File: src/cmp_pkg.sv
// constants shared by the comparator control block
package cmp_pkg;
    // *****************************************************
    // control register field positions
    // *****************************************************
    localparam int           INT_REF_SEL_POS    = 7;
    localparam int           RATIO_MSB_POS      = 6;
    localparam int           RATIO_LSB_POS      = 3;
    localparam int           RESULT_POS         = 2;
    localparam int           ROUTE_HI_POS       = 1;
    localparam int           ROUTE_LO_POS       = 0;
    localparam int           IRQ_BIT_POS        = 7;
    localparam int           RATIO_W            = 4;
    // *****************************************************
    // reset values and encodings
    // *****************************************************
    localparam logic [3:0]   RATIO_RESET        = 4'hF;
    localparam logic [1:0]   ROUTE_RESET        = 2'h0;
    localparam logic [1:0]   ROUTE_TO_PIN       = 2'h2;
    localparam logic         INT_REF_SEL_RESET  = 1'h1;
    // *****************************************************
    // shared pin functions
    // *****************************************************
    typedef enum logic [1:0] {
        FN_PORT   = 2'h0,
        FN_ADC    = 2'h1,
        FN_CMP    = 2'h3,
        FN_SPECIAL = 2'h2
    } pin_fn_t;
endpackage : cmp_pkg

File: src/comparator_control.sv
// digital control around the on-chip analog comparator
`timescale 1ns/1ps
module comparator_control #(
    parameter int RATIO_W = cmp_pkg::RATIO_W
) (
    // clock and reset
    input  wire logic                sys_clk,
    input  wire logic                srst,
    // software control writes
    input  wire logic                ctrl_we,
    input  wire logic [7:0]          ctrl_wdata,
    input  wire logic                irq_enable_we,
    input  wire logic                irq_enable_wdata,
    input  wire logic                irq_flag_clr,
    input  wire logic                global_irq_enable_instr,
    // power state and shared pin requests
    input  wire logic                sleep_mode,
    input  wire logic                idle_mode,
    input  wire logic                ext_reference_in,
    input  wire logic                adc_channel_three,
    input  wire logic                adc_channel_four,
    input  wire logic                adc_channel_five,
    input  wire logic                timer_ext_clock_in,
    input  wire logic                cmp_enable,
    // analog comparator raw output
    input  wire logic                cmp_raw,
    // analog ladder control
    output logic                     internal_ref_select_n,
    output logic [RATIO_W-1:0]       ref_ratio_code,
    output logic                     inv_from_ladder,
    // software visible state
    output logic [7:0]               cmp_control_reg,
    output logic                     cmp_result_bit,
    output logic                     cmp_irq_enable,
    output logic                     cmp_irq_flag,
    output logic                     irq_req,
    output logic                     wake_req,
    // pins
    output logic                     cmp_output_pin,
    output logic                     cmp_output_oe_n,
    output cmp_pkg::pin_fn_t         pin3_fn,
    output cmp_pkg::pin_fn_t         pin4_fn,
    output cmp_pkg::pin_fn_t         pin5_fn
);
    // *****************************************************
    // control fields
    // *****************************************************
    logic                 int_ref_n_q;
    logic [RATIO_W-1:0]   ratio_q;
    logic [1:0]           route_q;
    logic                 sync1_q;
    logic                 sync2_q;
    logic                 prev_q;
    logic                 change;
    cmp_pkg::pin_fn_t     fn3;
    cmp_pkg::pin_fn_t     fn4;
    cmp_pkg::pin_fn_t     fn5;
    logic                 rise;
    logic                 fall;
    logic                 irq_pending;
    logic                 irq_gate;
    logic                 low_power;
    logic                 pin4_cmp_req;
    logic                 pin3_cmp_req;
    logic                 pin5_cmp_req;
    logic                 route_to_pin;
    logic                 cmp_on_pin5;

    always_ff @(posedge sys_clk) begin
        if (srst) begin
            int_ref_n_q <= cmp_pkg::INT_REF_SEL_RESET;
        end else if (ctrl_we) begin
            int_ref_n_q <= ctrl_wdata[cmp_pkg::INT_REF_SEL_POS];
        end
    end

    always_ff @(posedge sys_clk) begin
        if (srst) begin
            ratio_q <= RATIO_W'(cmp_pkg::RATIO_RESET);
        end else if (ctrl_we) begin
            ratio_q <= ctrl_wdata[cmp_pkg::RATIO_MSB_POS:cmp_pkg::RATIO_LSB_POS];
        end
    end

    // route select, bit two of a write is the read-only result
    always_ff @(posedge sys_clk) begin
        if (srst) begin
            route_q <= cmp_pkg::ROUTE_RESET;
        end else if (ctrl_we) begin
            route_q <= ctrl_wdata[cmp_pkg::ROUTE_HI_POS:cmp_pkg::ROUTE_LO_POS];
        end
    end

    // *****************************************************
    // ladder control outputs
    // *****************************************************
    always_ff @(posedge sys_clk) begin
        if (srst) begin
            internal_ref_select_n <= cmp_pkg::INT_REF_SEL_RESET;
        end else begin
            internal_ref_select_n <= int_ref_n_q;
        end
    end

    always_ff @(posedge sys_clk) begin
        if (srst) begin
            ref_ratio_code <= RATIO_W'(cmp_pkg::RATIO_RESET);
        end else begin
            ref_ratio_code <= ratio_q;
        end
    end

    always_ff @(posedge sys_clk) begin
        if (srst) begin
            inv_from_ladder <= 1'h0;
        end else begin
            inv_from_ladder <= ~int_ref_n_q;
        end
    end

    // *****************************************************
    // result sampling
    // *****************************************************
    // two stage synchroniser
    always_ff @(posedge sys_clk) begin
        if (srst) begin
            sync1_q <= 1'h0;
            sync2_q <= 1'h0;
            prev_q  <= 1'h0;
        end else begin
            sync1_q <= cmp_raw & cmp_enable;
            sync2_q <= sync1_q;
            prev_q  <= sync2_q;
        end
    end

    // either direction of the synchronised result counts as a change
    assign rise   = sync2_q & ~prev_q;
    assign fall   = ~sync2_q & prev_q;
    assign change = rise | fall;

    always_ff @(posedge sys_clk) begin
        if (srst) begin
            cmp_result_bit <= 1'h0;
        end else begin
            cmp_result_bit <= sync2_q;
        end
    end

    always_ff @(posedge sys_clk) begin
        if (srst) begin
            cmp_control_reg <= {cmp_pkg::INT_REF_SEL_RESET, cmp_pkg::RATIO_RESET, 1'h0, cmp_pkg::ROUTE_RESET};
        end else begin
            cmp_control_reg <= {int_ref_n_q, ratio_q, sync2_q, route_q};
        end
    end

    // *****************************************************
    // interrupt and wake-up
    // *****************************************************
    always_ff @(posedge sys_clk) begin
        if (srst) begin
            cmp_irq_enable <= 1'h0;
        end else if (irq_enable_we) begin
            cmp_irq_enable <= irq_enable_wdata;
        end
    end

    always_ff @(posedge sys_clk) begin
        if (srst) begin
            cmp_irq_flag <= 1'h0;
        end else if (change) begin
            cmp_irq_flag <= 1'h1;
        end else if (irq_flag_clr) begin
            cmp_irq_flag <= 1'h0;
        end
    end

    // a change in this cycle is passed on at once, not after the flag
    assign irq_pending = cmp_irq_flag | change;
    assign irq_gate    = cmp_irq_enable & global_irq_enable_instr;

    always_ff @(posedge sys_clk) begin
        if (srst) begin
            irq_req <= 1'h0;
        end else begin
            irq_req <= irq_pending & irq_gate;
        end
    end

    assign low_power = sleep_mode | idle_mode;

    always_ff @(posedge sys_clk) begin
        if (srst) begin
            wake_req <= 1'h0;
        end else begin
            wake_req <= change & cmp_irq_enable & low_power;
        end
    end

    // *****************************************************
    // pin routing
    // *****************************************************
    // pin four is free for other uses once the ladder feeds the inverting input
    assign pin4_cmp_req = int_ref_n_q & cmp_enable;
    assign pin3_cmp_req = cmp_enable;
    assign route_to_pin = (route_q == cmp_pkg::ROUTE_TO_PIN);
    assign pin5_cmp_req = route_to_pin;

    pin_arbiter u_pin4 (
        .req_special (ext_reference_in),
        .req_cmp     (pin4_cmp_req),
        .req_adc     (adc_channel_four),
        .fn          (fn4)
    );

    pin_arbiter u_pin3 (
        .req_special (1'h0),
        .req_cmp     (pin3_cmp_req),
        .req_adc     (adc_channel_three),
        .fn          (fn3)
    );

    pin_arbiter u_pin5 (
        .req_special (timer_ext_clock_in),
        .req_cmp     (pin5_cmp_req),
        .req_adc     (adc_channel_five),
        .fn          (fn5)
    );

    always_ff @(posedge sys_clk) begin
        if (srst) begin
            pin3_fn <= cmp_pkg::FN_PORT;
        end else begin
            pin3_fn <= fn3;
        end
    end

    always_ff @(posedge sys_clk) begin
        if (srst) begin
            pin4_fn <= cmp_pkg::FN_PORT;
        end else begin
            pin4_fn <= fn4;
        end
    end

    always_ff @(posedge sys_clk) begin
        if (srst) begin
            pin5_fn <= cmp_pkg::FN_PORT;
        end else begin
            pin5_fn <= fn5;
        end
    end

    // *****************************************************
    // comparator output pin
    // *****************************************************
    // timer clock request takes the pin away even with route set
    assign cmp_on_pin5 = (fn5 == cmp_pkg::FN_CMP);

    always_ff @(posedge sys_clk) begin
        if (srst) begin
            cmp_output_pin <= 1'h0;
        end else begin
            cmp_output_pin <= cmp_on_pin5 & sync2_q;
        end
    end

    // driver enabled only while the pin carries the result
    always_ff @(posedge sys_clk) begin
        if (srst) begin
            cmp_output_oe_n <= 1'h1;
        end else begin
            cmp_output_oe_n <= ~cmp_on_pin5;
        end
    end
endmodule : comparator_control

File: src/pin_arbiter.sv
// fixed priority function arbiter for one shared pin
`timescale 1ns/1ps
module pin_arbiter (
    // requests, highest priority first
    input  wire logic           req_special,
    input  wire logic           req_cmp,
    input  wire logic           req_adc,
    // granted function
    output cmp_pkg::pin_fn_t    fn
);
    always_comb begin
        if (req_special) begin
            fn = cmp_pkg::FN_SPECIAL;
        end else if (req_cmp) begin
            fn = cmp_pkg::FN_CMP;
        end else if (req_adc) begin
            fn = cmp_pkg::FN_ADC;
        end else begin
            fn = cmp_pkg::FN_PORT;
        end
    end
endmodule : pin_arbiter

File: config.mk
export PLATFORM = sky130hd
export DESIGN_NAME = comparator_control
export DESIGN_NICKNAME = d
export VERILOG_FILES = /design/src/cmp_pkg.sv /design/src/comparator_control.sv /design/src/pin_arbiter.sv
export SDC_FILE = /design/constraint.sdc
export NUM_CORES = 1
export LEC_CHECK = 0
export BUFFER_PORTS_ARGS = -buffer_cell sky130_fd_sc_hd__clkbuf_2
export CAP_MARGIN = 20
export CORE_UTILIZATION = 46
export DETAILED_ROUTE_END_ITERATION = 7
export PLACE_DENSITY = 0.81
export SLEW_MARGIN = 10
export SYNTH_ARGS = -nofsm -noshare
export SYNTH_HDL_FRONTEND = slang
export SYNTH_SLANG_ARGS = --single-unit
File: constraint.sdc
create_clock -name sys_clk -period 2.3 [get_ports sys_clk]
set_input_delay 0.345 -clock sys_clk [delete_from_list [all_inputs] [get_ports sys_clk]]
set_output_delay 0.345 -clock sys_clk [all_outputs]
set_load 0.02 [all_outputs]
==> results.ini <==
[synth]
synthXorXnorAreaFrac=0.008929
synth-simple-area-share=0.1811
netlist_area_um2=980.9
yosys.area_share.adder=0
yosysSeqAreaShare=0.6122
synth_top_family_by_area=simple AND/OR/NAND/NOR gates
synth-async-reset-ratio=0
synth.area.mux_share=0.03061
avgSynthCellArea_um2=11.28
synth_warnings=0
syn-instance-count=87
synth_nets=111
synth_edf_count=0
synth-compound-area-share=0.08291
ys.flop_type=dfxtp_1
yosysUniqueCellTypes=20
ys_ff_latch=30

[detailed_routing]
drtIter0Drc=7
ant_nets=0
wl_per_cell_um=10.26
wirelength_um=1662
drc=0
firstDrtPassIters=3
routed.top_layer=met4
wl_met1_um=674
vias_per_cell=4.549
vias=737
met3WireLength_um=126
routed-wl-met2_um=848

[setup_path]
end_kind=output pin
r2r_setup_slack_ps=1450
cpLargestDelayFamily=flip-flops
max_stage_delay_ps=380
timing.critical_path.to=cmp_irq_enable
cp.required_ps=1960
worstPathCellList=clkbuf_2
rr_endpoint=cmp_output_pin
crit_buf_inv=1
cp_num_cells=1
worst_path_max_delay_cell=dfxtp_1
critPathKind=flip-flop to output pin
timing.rr.start=route_q[1]
startpoint=cmp_irq_enable
cp_max_fo=4
crit_arrival_ps=880
start_kind=flip-flop
rr_worst_depth=2

[floorplanning]
die_area_um2=2321
rows=16
core_area_um2=1982
die_w_um=48.18
start_util=0.4949
io_pins=51
fp.dieH_um=48.18

[sta]
setup_viol=0
fin_skew_ps=4.392
setup-tns-final_ps=0
period_minus_slack_ps=1226
max_freq_mhz=815.4
final-hold-violation-count=0
tightest_slew_ps=457.8
slew_headroom=0.6948
rsz0062_at_grt=false
min_period_over_period=0.5332
drv_slew=0

[cells_and_area]
seq_area_um2=600.6
multiInputGateArea_um2=297.8
syn_to_final_growth_pct=28.70
finalInstanceArea_um2=1262
fin_util=0.6370
fillerInstances=178
layout-drive-gt1-share=0.4667
diodes=0
final_nets=158

[global_route]
grt_pass1_wl_um=2208
grt_overflow_total=0
grt_max_degree=27
grt_pass1_vias=577
antenna_found_initial=0
grt.total_usage=0.1508

[clocking]
ctsHoldBuffers=0
clock_latency_ps=320
cts_buffers=5
clkSlewWorstSetupHoldPaths_ps=90
cts_max_level=2
post_cts_buffers=0
clock_sinks=30
cts_tree=built
cts_resized=0
clockRootBuffer=clkbuf_4
clockBufferDepth=2

[status]
status=finished, final reports clean

[pwr]
cellLeakagePower_nw=0.6076
p_per_area_nw_per_um2=838.6
irDropWorstVdd_v=0.0009002

[worst_hold_path]
hp-start=ext_reference_in
hold_depth=2
holdCritPathClass=primary input to flip-flop

[place]
portBuffers=49
gp_congestion=0.6405
place_hpwl_um=1191
dpl_cell_area_um2=1185

[flow_run]
maxCapViolations=0

==> cell families after synthesis <==
| logic type | Yosys count |
|---|---|
| xor gates and xnor gates | 1 |
| muxes | 3 |
| and+or+nand+nor | 31 |
| AOI/OAI and AO/OA | 11 |
| DFF | 30 |
| buffers and inverters | 11 |
==> power by group <==
group,switching (mW),total (mW),internal (mW)
clock,0.175,0.400,0.225
sequential,0.0110,0.555,0.544
combinational,0.0574,0.104,0.0462
total,0.244,1.06,0.815
==> per-layer routing <==
layer  GRT usage  vias up
met2      0.2427       38
met4      0.1333        0
met5           0        -
met3     0.05926        2
li1            -      373
met1      0.1494      324
==> Yosys cell counts, types with 2 or more instances <==
| cell | count | area (um^2) |
|---|---|---|
| inv_1 | 2 | 7.510 |
| buf_4 | 7 | 52.55 |
| dfxtp_1 | 30 | 600.6 |
| a21oi_1 | 4 | 20.02 |
| nor2_1 | 9 | 33.78 |
| nor2b_1 | 11 | 68.82 |
| mux2i_1 | 3 | 30.03 |
| buf_6 | 2 | 22.52 |
| a211o_1 | 5 | 43.79 |
| or2_2 | 4 | 25.02 |
==> layout by cell type, fill, tap and decap left out <==
cell type	netlist	final
nand2_1	1	1
inv_1	2	2
a21oi_1	4	4
dfxtp_1	30	30
nand3b_1	1	1
and2_1	1	1
xnor2_1	1	1
mux2i_1	3	3
clkbuf_4	0	5
nor4b_2	1	1
nor3_1	1	1
nor2_1	9	9
o21a_1	1	1
bufinv_16	0	1
and3_1	1	1
clkinv_2	0	2
clkbuf_2	0	49
o21ba_2	1	1
or2_2	4	4
a211o_1	5	5
nand2b_1	1	1
nor2b_1	11	11
==> worst reg2reg max path: cells and delay by family (launching register included) <==
kind / cells / cell delay [ps]
and+or+nand+nor: 2 / 430
DFF: 1 / 360
==> final cells by class <==
cell class,instances,share of cell area
sequential,30,0.4757
multi-input combinational,46,0.2359
timing repair buffer,49,0.1943
clock inverter,3,0.03171
clock buffer,5,0.02973
tap,27,0.02676
inverter,2,0.005946
==> through the flow <==
step                      std cells  hold WS [ps]  setup slack (ps)  power [mW]
after floorplan                  87         408.6              1319      0.6356
final                           162         191.0              1074       1.059
after CTS                       162         179.3              1046       1.072
after global placement          154         413.6              1138      0.6674
after global routing            162         187.3             999.4       1.114
after detailed placement        154         417.8              1112      0.6721
==> how the worst min path moves through the flow <==
stage / endpoint
floorplan: cmp_control_reg[6]
global placement: cmp_control_reg[6]
detailed placement: ref_ratio_code[2]
CTS: pin4_fn[0]
global route: pin4_fn[0]
finish: pin4_fn[0]
Note: power is estimated with default switching activity, not from simulation.
